==> config.mk <==
export PLATFORM = sky130hd
export DESIGN_NAME = ccr_core
export DESIGN_NICKNAME = d
export VERILOG_FILES = /design/src/common/ccr_pkg.sv /design/src/design/ccr_sat_read.sv /design/src/design/ccr_core.sv
export SDC_FILE = /design/constraint.sdc
export NUM_CORES = 1
export LEC_CHECK = 0
export ABC_AREA = 1
export BUFFER_PORTS_ARGS = -buffer_cell sky130_fd_sc_hd__buf_4
export CORE_ASPECT_RATIO = 0.7
export CORE_MARGIN = 5
export CORE_UTILIZATION = 49
export CTS_BUF_LIST = sky130_fd_sc_hd__clkbuf_16
export CTS_CLUSTER_DIAMETER = 40
export DETAILED_ROUTE_END_ITERATION = 16
export PLACE_DENSITY = 0.85
export SKIP_CTS_REPAIR_TIMING = 1
export SYNTH_ARGS = -nofsm -noshare
export SYNTH_HDL_FRONTEND = slang
export SYNTH_SLANG_ARGS = --single-unit
==> constraint.sdc <==
create_clock -name clock_in -period 2.5 [get_ports clock_in]
set_input_delay 0.5 -clock clock_in [delete_from_list [all_inputs] [get_ports clock_in]]
set_output_delay 0.5 -clock clock_in [all_outputs]
set_load 0.02 [all_outputs]
==> src/common/ccr_pkg.sv <==
package ccr_pkg;
    // ******************************
    // status word layout
    // ******************************
    localparam int STW_WIDTH       = 16;
    localparam int BIT_STOP_EN     = 15;
    localparam int BIT_MAC_HI_OVF  = 14;
    localparam int BIT_HALF_CARRY  = 13;
    localparam int BIT_MAC_EXT_OVF = 12;
    localparam int BIT_NEGATIVE    = 11;
    localparam int BIT_ZERO        = 10;
    localparam int BIT_OVERFLOW    = 9;
    localparam int BIT_CARRY       = 8;
    localparam int PRIO_MSB        = 7;
    localparam int PRIO_LSB        = 5;
    localparam int BIT_SATURATE    = 4;
    localparam int PCX_MSB         = 3;
    localparam int PCX_LSB         = 0;
    localparam int PRIO_WIDTH      = 3;
    localparam int PCX_WIDTH       = 4;
    localparam int PC_WIDTH        = 16;
    localparam int FETCH_WIDTH     = 20;
    // ******************************
    // accumulator layout
    // ******************************
    localparam int MAC_WIDTH       = 36;
    localparam int MAC_HI_MSB      = 35;
    localparam int MAC_HI_LSB      = 16;
    localparam int MAC_LO_MSB      = 15;
    localparam int MAC_EXT_BIT     = 31;
    localparam int RESULT_WIDTH    = 16;
    localparam logic [15:0] STW_RESET = 16'h0000;
    // ******************************
    // flag update select bits
    // ******************************
    localparam int UPD_WIDTH = 8;
    localparam int UPD_N     = 0;
    localparam int UPD_Z     = 1;
    localparam int UPD_V     = 2;
    localparam int UPD_C     = 3;
    localparam int UPD_H     = 4;
    localparam int UPD_EV    = 5;
    localparam int UPD_MV    = 6;
    localparam int UPD_SHIFT = 7;

    typedef enum logic [2:0] {
        HALT_RUN     = 3'b001,
        HALT_STOPPED = 3'b010,
        HALT_NOP     = 3'b100
    } ccr_halt_type;
endpackage

==> src/design/ccr_sat_read.sv <==
`timescale 1ns/1ps
module ccr_sat_read
    import ccr_pkg::*;
(
    input  wire logic [ccr_pkg::MAC_WIDTH-1:0] mac_in,
    input  wire logic                          sign_before_in,
    input  wire logic                          saturate_in,
    input  wire logic                          ext_ovf_in,
    input  wire logic                          hi_ovf_in,
    input  wire logic                          rounded_in,
    output logic [ccr_pkg::RESULT_WIDTH-1:0]   value_out
);
    logic [RESULT_WIDTH:0] rounded;
    always_comb begin
        // round on bit 15, return bits 31:16
        rounded = {1'b0, mac_in[MAC_EXT_BIT:MAC_HI_LSB]} + {16'h0000, mac_in[MAC_LO_MSB]};
        if (saturate_in && (ext_ovf_in || hi_ovf_in)) begin
            value_out = sign_before_in ? 16'h8000 : 16'h7fff;
        end else if (rounded_in) begin
            value_out = rounded[RESULT_WIDTH-1:0];
        end else begin
            value_out = mac_in[MAC_EXT_BIT:MAC_HI_LSB];
        end
    end
endmodule

==> src/design/ccr_core.sv <==
`timescale 1ns/1ps
// What this block does
// - status word is 16 bits with fixed flag, mask, mode and extension fields
// - halt instruction stops clock when stop-enable is 0, else acts as no-op
// - mac high overflow flag sets on overflow into accumulator bit 35
// - half carry sets on add carry out of bit 3
// - mac extension overflow flag sets on overflow into accumulator bit 31
// - negative flag follows result most significant bit
// - zero flag sets when whole result is zero
// - overflow flag sets on two's complement signed overflow
// - carry takes arithmetic carry or borrow and shift-out bit
// - three-bit priority field masks interrupt requests
// - saturate mode clamps rounded and truncated accumulator reads on overflow
// - fetch address is extension field above 16-bit program counter
// - accumulator is 36 bits, upper 35:16 and lower 15:0
module ccr_core
    import ccr_pkg::*;
(
    input  wire logic                            clock_in,
    input  wire logic                            rst_b_in,
    input  wire logic                            stw_write_in,
    input  wire logic [ccr_pkg::STW_WIDTH-1:0]   stw_wdata_in,
    input  wire logic                            flag_update_in,
    input  wire logic [ccr_pkg::UPD_WIDTH-1:0]   flag_select_in,
    input  wire logic [ccr_pkg::RESULT_WIDTH-1:0] result_in,
    input  wire logic                            carry_in,
    input  wire logic                            overflow_in,
    input  wire logic                            half_carry_in,
    input  wire logic                            shift_out_in,
    input  wire logic                            mac_load_in,
    input  wire logic [ccr_pkg::MAC_WIDTH-1:0]   mac_wdata_in,
    input  wire logic                            halt_exec_in,
    input  wire logic                            wake_in,
    input  wire logic [ccr_pkg::PC_WIDTH-1:0]    pc_in,
    input  wire logic [2:0]                      irq_level_in,
    input  wire logic                            irq_req_in,
    input  wire logic                            acc_read_in,
    input  wire logic                            acc_read_rounded_in,
    output logic [ccr_pkg::STW_WIDTH-1:0]        status_word_out,
    output logic [ccr_pkg::MAC_WIDTH-1:0]        mac_accumulator_out,
    output logic [ccr_pkg::FETCH_WIDTH-1:0]      fetch_addr_out,
    output logic                                 core_clock_stop_out,
    output logic                                 halt_nop_out,
    output logic                                 irq_take_out,
    output logic [ccr_pkg::RESULT_WIDTH-1:0]     acc_read_data_out
);
    import ccr_pkg::*;

    // ******************************
    // status word register
    // ******************************
    logic [STW_WIDTH-1:0] stw_r;
    logic [STW_WIDTH-1:0] stw_nxt;
    logic [MAC_WIDTH-1:0] mac_r;
    logic                 mac_sign_r;
    logic                 ext_ovf_evt;
    logic                 hi_ovf_evt;
    logic [RESULT_WIDTH-1:0] sat_value;
    ccr_halt_type         halt_r;

    // accumulator overflow events from a 36-bit load
    always_comb begin
        ext_ovf_evt = mac_load_in && !((&mac_wdata_in[MAC_HI_MSB:MAC_EXT_BIT])
                      || (~|mac_wdata_in[MAC_HI_MSB:MAC_EXT_BIT]));
        hi_ovf_evt  = mac_load_in && (mac_wdata_in[MAC_HI_MSB] != mac_r[MAC_HI_MSB])
                      && (mac_wdata_in[MAC_HI_MSB] != mac_wdata_in[MAC_HI_MSB-1]);
    end

    always_comb begin
        stw_nxt = stw_r;
        if (stw_write_in) begin
            stw_nxt = stw_wdata_in;
        end
        if (flag_update_in) begin
            if (flag_select_in[UPD_N]) stw_nxt[BIT_NEGATIVE] = result_in[RESULT_WIDTH-1];
            if (flag_select_in[UPD_Z]) stw_nxt[BIT_ZERO] = (result_in == 16'h0000);
            if (flag_select_in[UPD_V]) stw_nxt[BIT_OVERFLOW] = overflow_in;
            if (flag_select_in[UPD_C]) begin
                stw_nxt[BIT_CARRY] = flag_select_in[UPD_SHIFT] ? shift_out_in : carry_in;
            end
            if (flag_select_in[UPD_H]) stw_nxt[BIT_HALF_CARRY] = half_carry_in;
            if (flag_select_in[UPD_EV]) stw_nxt[BIT_MAC_EXT_OVF] = 1'b0;
            if (flag_select_in[UPD_MV]) stw_nxt[BIT_MAC_HI_OVF] = 1'b0;
        end
        // overflow events win over any clear in the same cycle
        if (ext_ovf_evt) stw_nxt[BIT_MAC_EXT_OVF] = 1'b1;
        if (hi_ovf_evt)  stw_nxt[BIT_MAC_HI_OVF] = 1'b1;
    end

    always_ff @(posedge clock_in or negedge rst_b_in) begin
        if (!rst_b_in) begin
            stw_r <= STW_RESET;
        end else begin
            stw_r <= stw_nxt;
        end
    end

    // ******************************
    // mac accumulator
    // ******************************
    always_ff @(posedge clock_in or negedge rst_b_in) begin
        if (!rst_b_in) begin
            mac_r      <= '0;
            mac_sign_r <= 1'b0;
        end else if (mac_load_in) begin
            mac_r      <= mac_wdata_in;
            mac_sign_r <= mac_r[MAC_HI_MSB];
        end
    end

    ccr_sat_read u_sat (
        .mac_in         (mac_r),
        .sign_before_in (mac_sign_r),
        .saturate_in    (stw_r[BIT_SATURATE]),
        .ext_ovf_in     (stw_r[BIT_MAC_EXT_OVF]),
        .hi_ovf_in      (stw_r[BIT_MAC_HI_OVF]),
        .rounded_in     (acc_read_rounded_in),
        .value_out      (sat_value)
    );

    always_ff @(posedge clock_in or negedge rst_b_in) begin
        if (!rst_b_in) begin
            acc_read_data_out <= '0;
        end else if (acc_read_in) begin
            acc_read_data_out <= sat_value;
        end
    end

    // ******************************
    // halt control
    // ******************************
    // clock stop is held until wake; the stop-enable bit is sampled when
    // the instruction executes, not while halted
    always_ff @(posedge clock_in or negedge rst_b_in) begin
        if (!rst_b_in) begin
            halt_r <= HALT_RUN;
        end else begin
            case (halt_r)
                HALT_RUN: begin
                    if (halt_exec_in) begin
                        halt_r <= stw_r[BIT_STOP_EN] ? HALT_NOP : HALT_STOPPED;
                    end
                end
                HALT_STOPPED: begin
                    if (wake_in) halt_r <= HALT_RUN;
                end
                HALT_NOP: halt_r <= HALT_RUN;
                default:  halt_r <= HALT_RUN;
            endcase
        end
    end

    always_ff @(posedge clock_in or negedge rst_b_in) begin
        if (!rst_b_in) begin
            core_clock_stop_out <= 1'b0;
            halt_nop_out        <= 1'b0;
        end else begin
            core_clock_stop_out <= (halt_r == HALT_RUN) ? (halt_exec_in && !stw_r[BIT_STOP_EN])
                                 : (halt_r == HALT_STOPPED && !wake_in);
            halt_nop_out        <= (halt_r == HALT_RUN) && halt_exec_in && stw_r[BIT_STOP_EN];
        end
    end

    // ******************************
    // interrupt mask and fetch address
    // ******************************
    always_ff @(posedge clock_in or negedge rst_b_in) begin
        if (!rst_b_in) begin
            irq_take_out   <= 1'b0;
            fetch_addr_out <= '0;
        end else begin
            // level 7 cannot be masked
            irq_take_out   <= irq_req_in && ((irq_level_in > stw_r[PRIO_MSB:PRIO_LSB])
                              || (irq_level_in == 3'h7));
            fetch_addr_out <= {stw_nxt[PCX_MSB:PCX_LSB], pc_in};
        end
    end

    assign status_word_out     = stw_r;
    assign mac_accumulator_out = mac_r;

    // ******************************
    // checks
    // ******************************
    zero_flag_a: assert property (@(posedge clock_in) disable iff (!rst_b_in)
        flag_update_in && flag_select_in[UPD_Z] && !stw_write_in
        |=> stw_r[BIT_ZERO] == ($past(result_in) == 16'h0000))
        else $error("zero flag wrong");
    neg_flag_a: assert property (@(posedge clock_in) disable iff (!rst_b_in)
        flag_update_in && flag_select_in[UPD_N]
        |=> stw_r[BIT_NEGATIVE] == $past(result_in[15]))
        else $error("negative flag wrong");
    flag_hold_a: assert property (@(posedge clock_in) disable iff (!rst_b_in)
        !flag_update_in && !stw_write_in && !mac_load_in |=> $stable(stw_r))
        else $error("status word changed without cause");
    ext_ovf_a: assert property (@(posedge clock_in) disable iff (!rst_b_in)
        ext_ovf_evt |=> stw_r[BIT_MAC_EXT_OVF])
        else $error("extension overflow not set");
    hi_ovf_a: assert property (@(posedge clock_in) disable iff (!rst_b_in)
        hi_ovf_evt |=> stw_r[BIT_MAC_HI_OVF])
        else $error("high overflow not set");
    halt_stop_a: assert property (@(posedge clock_in) disable iff (!rst_b_in)
        halt_r == HALT_RUN && halt_exec_in && !stw_r[BIT_STOP_EN]
        |=> core_clock_stop_out && !halt_nop_out)
        else $error("halt did not stop clock");
    halt_nop_a: assert property (@(posedge clock_in) disable iff (!rst_b_in)
        halt_r == HALT_RUN && halt_exec_in && stw_r[BIT_STOP_EN]
        |=> halt_nop_out && !core_clock_stop_out ##1 !halt_nop_out)
        else $error("halt nop wrong");
    fetch_addr_a: assert property (@(posedge clock_in) disable iff (!rst_b_in)
        1'b1 |=> fetch_addr_out == {stw_r[PCX_MSB:PCX_LSB], $past(pc_in)})
        else $error("fetch address wrong");
    irq_mask_a: assert property (@(posedge clock_in) disable iff (!rst_b_in)
        irq_req_in && irq_level_in <= stw_r[PRIO_MSB:PRIO_LSB] && irq_level_in != 3'h7
        |=> !irq_take_out)
        else $error("masked interrupt taken");
    sat_read_a: assert property (@(posedge clock_in) disable iff (!rst_b_in)
        acc_read_in && stw_r[BIT_SATURATE] && stw_r[BIT_MAC_EXT_OVF]
        |=> acc_read_data_out == ($past(mac_sign_r) ? 16'h8000 : 16'h7fff))
        else $error("saturated read wrong");
    write_word_a: assert property (@(posedge clock_in) disable iff (!rst_b_in)
        stw_write_in && !flag_update_in && !mac_load_in |=> stw_r == $past(stw_wdata_in))
        else $error("status word write lost");

    // ******************************
    // flag source checks
    // ******************************
    // each selected flag must follow its own source, not a neighbour's
    carry_src_a: assert property (@(posedge clock_in) disable iff (!rst_b_in)
        flag_update_in && flag_select_in[UPD_C] && !flag_select_in[UPD_SHIFT]
        |=> stw_r[BIT_CARRY] == $past(carry_in))
        else $error("carry flag wrong");

    shift_carry_a: assert property (@(posedge clock_in) disable iff (!rst_b_in)
        flag_update_in && flag_select_in[UPD_C] && flag_select_in[UPD_SHIFT]
        |=> stw_r[BIT_CARRY] == $past(shift_out_in))
        else $error("shift carry wrong");

    ovf_flag_a: assert property (@(posedge clock_in) disable iff (!rst_b_in)
        flag_update_in && flag_select_in[UPD_V]
        |=> stw_r[BIT_OVERFLOW] == $past(overflow_in))
        else $error("overflow flag wrong");

    half_carry_a: assert property (@(posedge clock_in) disable iff (!rst_b_in)
        flag_update_in && flag_select_in[UPD_H]
        |=> stw_r[BIT_HALF_CARRY] == $past(half_carry_in))
        else $error("half carry flag wrong");

    ext_clear_a: assert property (@(posedge clock_in) disable iff (!rst_b_in)
        flag_update_in && flag_select_in[UPD_EV] && !ext_ovf_evt
        |=> !stw_r[BIT_MAC_EXT_OVF])
        else $error("extension overflow not cleared");

    hi_clear_a: assert property (@(posedge clock_in) disable iff (!rst_b_in)
        flag_update_in && flag_select_in[UPD_MV] && !hi_ovf_evt
        |=> !stw_r[BIT_MAC_HI_OVF])
        else $error("high overflow not cleared");

    // ******************************
    // halt and interrupt checks
    // ******************************
    stop_hold_a: assert property (@(posedge clock_in) disable iff (!rst_b_in)
        halt_r == HALT_STOPPED && !wake_in
        |=> core_clock_stop_out && halt_r == HALT_STOPPED)
        else $error("clock stop dropped early");

    wake_run_a: assert property (@(posedge clock_in) disable iff (!rst_b_in)
        halt_r == HALT_STOPPED && wake_in
        |=> !core_clock_stop_out && halt_r == HALT_RUN)
        else $error("wake did not restart");

    irq_top_a: assert property (@(posedge clock_in) disable iff (!rst_b_in)
        irq_req_in && irq_level_in == 3'h7
        |=> irq_take_out)
        else $error("top level interrupt lost");

    irq_above_a: assert property (@(posedge clock_in) disable iff (!rst_b_in)
        irq_req_in && irq_level_in > stw_r[PRIO_MSB:PRIO_LSB]
        |=> irq_take_out)
        else $error("unmasked interrupt lost");

    irq_idle_a: assert property (@(posedge clock_in) disable iff (!rst_b_in)
        !irq_req_in
        |=> !irq_take_out)
        else $error("interrupt taken without request");

    // ******************************
    // accumulator checks
    // ******************************
    mac_load_a: assert property (@(posedge clock_in) disable iff (!rst_b_in)
        mac_load_in
        |=> mac_accumulator_out == $past(mac_wdata_in))
        else $error("accumulator load lost");

    mac_hold_a: assert property (@(posedge clock_in) disable iff (!rst_b_in)
        !mac_load_in
        |=> $stable(mac_accumulator_out))
        else $error("accumulator changed without load");

    sign_track_a: assert property (@(posedge clock_in) disable iff (!rst_b_in)
        mac_load_in
        |=> mac_sign_r == $past(mac_r[MAC_HI_MSB]))
        else $error("saturation sign wrong");

    hi_sat_read_a: assert property (@(posedge clock_in) disable iff (!rst_b_in)
        acc_read_in && stw_r[BIT_SATURATE] && stw_r[BIT_MAC_HI_OVF]
        |=> acc_read_data_out == ($past(mac_sign_r) ? 16'h8000 : 16'h7fff))
        else $error("high overflow read not saturated");

    trunc_read_a: assert property (@(posedge clock_in) disable iff (!rst_b_in)
        acc_read_in && !acc_read_rounded_in
        && !(stw_r[BIT_SATURATE] && (stw_r[BIT_MAC_EXT_OVF] || stw_r[BIT_MAC_HI_OVF]))
        |=> acc_read_data_out == $past(mac_r[MAC_EXT_BIT:MAC_HI_LSB]))
        else $error("truncated read wrong");

    round_read_a: assert property (@(posedge clock_in) disable iff (!rst_b_in)
        acc_read_in && acc_read_rounded_in
        && !(stw_r[BIT_SATURATE] && (stw_r[BIT_MAC_EXT_OVF] || stw_r[BIT_MAC_HI_OVF]))
        |=> acc_read_data_out == $past(mac_r[MAC_EXT_BIT:MAC_HI_LSB])
            + {15'h0000, $past(mac_r[MAC_LO_MSB])})
        else $error("rounded read wrong");

    read_hold_a: assert property (@(posedge clock_in) disable iff (!rst_b_in)
        !acc_read_in
        |=> $stable(acc_read_data_out))
        else $error("read data changed without read");
endmodule

# Yosys cells after proc, flatten, opt, wreduce, memory -nomap -nowiden
# Index checks and enable logic that the tools add are counted.
# word_totals
wordCells,59
n_memories,0
output_inout_bits,91
rom_bits,0
latch_bits,0
input_bits,109
ramBits,0
register_bits,95
# op_classes
n_div,0
bitwise_logic,0
shifts,0
multipliers,0
reduce_logical,20
muxes,20
order_cmp,1
addsub,1
n_eq_ne,7
# ops
cell,n
$mux W16,3
$add A16 B1 Y16,1
$logic_not A16 Y1,1
$mux W15,1
$mux W1,11
$logic_and A1 B1 Y1,9
$mux W3,3
$mux W7,1
$pmux W3 S2,1
$reduce_and A5 Y1,1
$reduce_or A5 Y1,1
$logic_not A1 Y1,4
$ne A2 B2 Y1 const B,2
$eq A3 B1 Y1 const B,1
$eq A3 B2 Y1 const B,1
$eq A3 B3 Y1 const B,1
$gt A3 B3 Y1,1
$logic_or A1 B1 Y1,3
$ne A1 B1 Y1,2
$reduce_and A2 Y1,1

# Depth between registers and ports, before layout
# logic_depth
ltp_word,6
ltp_mapped,10
depth_no_buf,10

# Modules after synthesis
# Synthesis repeated with hierarchy kept, for this count alone.
# unflattened
cells_unflattened,459
area_unflattened_um2,4110.2
# by_module_without_submodules
module,cells_per_inst,instances,area_per_inst_um2,seq_area_each_um2
ccr_core,348,1,3533.4,2278.4
ccr_sat_read,111,1,576.8,0.0

# Worst setup path after synthesis
# No wires, ideal clock.
# synth_path
path_kind,register -> register
startpoint,register mac_r[16] (netlist: mac_accumulator_out[16])
endpoint,register acc_read_data_out[10] (netlist name)
path_buffers,0
setup_ns,0.077
setup_slack_ns,0.965
arrival_time_ns,1.458
required_time_ns,2.423
path_stages_with_launch,9
synth_period_minus_slack_ns,1.535
path_cell_list,dfrtp_1 > ha_1 > ha_1 > nand3_1 > nor2_2 > nand2_1 > o21ai_0 > nand3_1 > a21oi_1
# synth_between
elab_chain_len,3
# synth_lines
item,line,text
"start, declared",ccr_core.sv:54,logic [MAC_WIDTH-1:0] mac_r;
"start signal, assigned",ccr_core.sv:106,mac_r <= mac_wdata_in;
$add A16 B1 Y16,ccr_sat_read.sv:16,"rounded = {1'b0, mac_in[MAC_EXT_BIT:MAC_HI_LSB]} + {16'h0000, mac_in[MAC_LO_MSB]};"
$mux W16,ccr_sat_read.sv:19,end else if (rounded_in) begin
$mux W16,ccr_sat_read.sv:17,if (saturate_in && (ext_ovf_in || hi_ovf_in)) begin
"end signal, assigned",ccr_core.sv:125,acc_read_data_out <= sat_value;
"end, declared",ccr_core.sv:45,output logic [ccr_pkg::RESULT_WIDTH-1:0] acc_read_data_out
# No other way between the ends.
# A chain may end at the register's enable or synchronous reset.

# Worst setup path in the final report
# layout_path
startpoint,register mac_r[15] (netlist: mac_accumulator_out[15])
endpoint,register acc_read_data_out[12] (netlist name)
# The elaborated chain is that of the path after synthesis.

==> flow_metrics.py <==
metrics = {
    "setup_path": {
        "startpoint_type": "flop",
        "cp.arrival_ns": 1.92,
        "setup.worst_path.class": "flop to flop",
        "reg2reg_slack_ns": 0.83,
        "critPathCaptureType": "flop",
        "cp.required_ns": 2.75,
        "path_max_fanout": 4,
    },
    "timing": {
        "tns_ns": 0,
        "layout_setup_ws_ns": 0.829,
        "hold_viol": 0,
        "skew_ns": 0.00625,
        "rsz0062_at_grt": "no",
        "tightestPinTransition_ns": 0.498,
        "final-setup-viol-count": 0,
        "finalCriticalPeriod_ns": 1.67,
        "slew_violations": 0,
        "hold_ws_ns": 0.190,
        "slew_headroom": 0.668,
        "max_freq_mhz": 599,
        "period_share": 0.668,
    },
    "finish": {
        "layout_common_cells": "201 x buf_4, 144 x nand2_1, 90 x dfrtp_1, 39 x o21ai_0, 38 x nor2_1",
        "diodes": 0,
        "nets": 750,
        "drive_gt1_frac": 0.353,
        "final_common_cell": "buf_4",
        "fillers": 619,
        "multi_input_area_um2": 1340,
        "synthToLayoutAreaGrowth_pct": 47.6,
        "seq_area_um2": 2280,
        "instances_no_fill": 741,
    },
    "synth": {
        "yosysUniqueCellTypes": 27,
        "syn_area_per_cell_um2": 8.67,
        "ys_warn_count": 0,
        "syn-num-nets": 560,
        "ys_seq_elements": 91,
        "ys_seq_area_frac": 0.589,
        "syn_area_um2": 3870,
        "synthCells": 446,
    },
    "placed_design": {
        "dp_cells": 726,
        "dp_slack_ns": 0.865,
        "portBuffers": 199,
        "gp_congestion": 0.957,
        "dpl.hpwl_mm": 9.00,
    },
    "worst_hold_path": {
        "holdCritPathClass": "input port to async pin",
    },
    "global_routing": {
        "grt_max_degree": 92,
        "grt_pass1_wl_mm": 19.1,
        "grt_pass1_vias": 3829,
        "grt.overflow.total": 0,
        "antenna_found_initial": 0,
        "grt_usage": 0.246,
    },
    "power_and_ir_drop": {
        "p_clk_frac": 0.352,
        "combPwrFrac": 0.217,
        "power_mw": 3.99,
        "power.density_nw_per_um2": 698,
        "switching_share": 0.283,
        "p_seq_frac": 0.431,
        "p_switching_mw": 1.13,
        "ir_worst_vdd_mv": 0.436,
        "leakage_nw": 3.00,
        "p_int_mw": 2.86,
    },
    "route": {
        "drc_errors": 0,
        "detail-route-antenna-nets": 0,
        "vias": 3761,
        "wl_per_cell_um": 15.8,
        "routed_via_density": 5.08,
        "drt_iter0_drc": 257,
        "first_pass_iters": 5,
        "drt_wl_total_mm": 11.7,
    },
    "floorplan": {
        "die_h_um": 84.3,
        "die_w_um": 116,
        "ios": 200,
        "core_um2": 7770,
        "rows": 27,
        "initial_core_util": 0.498,
        "die_area_um2": 9800,
    },
    "cts": {
        "htree_num_levels": 3,
        "clk_pin_slew_ns": 0.06,
        "clock_latency_ns": 0.33,
        "root_buffer": "clkbuf_16",
        "clock_sinks": 91,
        "tritoncts": "yes",
        "clk_path_buf_depth": 2,
        "cts_made_buffers": 9,
    },
    "flow_run": {
        "cap_violations": 0,
    },
    "outcome": {
        "outcome": "finished, final reports clean",
    },
}
## area by class of cell
| class | count | share of cell area |
|---|---|---|
| Sequential cell | 91 | 0.399 |
| Tap cell | 101 | 0.0221 |
| Timing Repair Buffer | 202 | 0.268 |
| Clock buffer | 9 | 0.0394 |
| Inverter | 34 | 0.0224 |
| Clock inverter | 6 | 0.0145 |
| Multi-Input combinational cell | 298 | 0.235 |
## path summary, 6_finish.rpt
check,endpoint,startpoint,cells past startpoint
hold reg to reg,mac_accumulator_out[14]$_DFFE_PN0P_,mac_accumulator_out[14]$_DFFE_PN0P_,2
setup reg to reg,acc_read_data_out[12]$_DFFE_PN0P_,mac_accumulator_out[15]$_DFFE_PN0P_,8
hold / removal,mac_accumulator_out[7]$_DFFE_PN0P_,rst_b_in,2
max in group asynchronous,halt_r[0]$_DFFE_PN1P_,rst_b_in,2
setup / recovery,acc_read_data_out[12]$_DFFE_PN0P_,mac_accumulator_out[15]$_DFFE_PN0P_,8
min in group clock_in,fetch_addr_out[14]$_DFF_PN0_,pc_in[14],1
## critical path: stages (launching register included)
cell and delay, ns:
dfrtp_1 0.37, ha_1 0.18, ha_1 0.19, nand4_1 0.13
nor2_1 0.33, nand2_1 0.10, nand2_1 0.08, nand3_1 0.06
a21oi_1 0.15
## registers in the layout (all words and copies together) (netlist names)
register,count
acc_read_data_out,16
core_clock_stop_out,1
fetch_addr_out,19
halt_nop_out,1
halt_r,3
irq_take_out,1
mac_accumulator_out,36
mac_sign_r,1
status_word_out,13
## per-stage QoR
| stage | cell area (um^2) | utilization |
|---|---|---|
| 3_5_place_dp | 5400 | 0.695 |
| 2_1_floorplan | 3870 | - |
| 4_1_cts | 5710 | 0.735 |
| 5_1_grt | 5710 | 0.735 |
| 6_report | 5710 | 0.735 |
| 3_3_place_gp | 5400 | 0.695 |
## cells by family after synthesis
family / after synthesis / synth area share
buf+inv: 57 / 0.0644
mux: 1 / 0.00291
compound gates: 67 / 0.0883
fa+ha+maj: 5 / 0.0162
simple gates: 225 / 0.239
flops: 91 / 0.589
## power by group through the flow
stage | Combinational [mW] | Clock, mW | Sequential, mW
floorplan | 0.255 | 0 | 1.89
global placement | 0.849 | 0 | 1.74
detailed placement | 0.872 | 0 | 1.74
CTS | 0.875 | 1.43 | 1.72
global route | 0.948 | 1.51 | 1.74
finish | 0.867 | 1.40 | 1.72
## synthesized netlist by cell type (all sizes together)
cell | n | area [um^2]
nand2 | 145 | 547
dfrtp | 90 | 2250
nor2 | 42 | 173
o21ai | 41 | 205
inv | 34 | 128
nand3 | 26 | 135
a21oi | 22 | 110
clkbuf | 14 | 52.6
buf | 9 | 68.8
ha | 5 | 62.6
nor3 | 4 | 20.0
nor4 | 4 | 25.0
nand4 | 3 | 18.8
a31oi | 2 | 12.5
a21boi | 1 | 7.51
dfstp | 1 | 26.3
mux2 | 1 | 11.3
o22ai | 1 | 6.26
or2 | 1 | 6.26
## per-layer routing
| metal | share of wire | track usage | vias up |
|---|---|---|---|
| li1 | - | - | 1798 |
| met1 | 0.41 | 0.327 | 1777 |
| met2 | 0.47 | 0.391 | 170 |
| met3 | 0.099 | 0.0807 | 16 |
| met4 | 0.017 | 0.0674 | 0 |
| met5 | 0 | 0 | - |
Power figures use the tool's default switching activity.
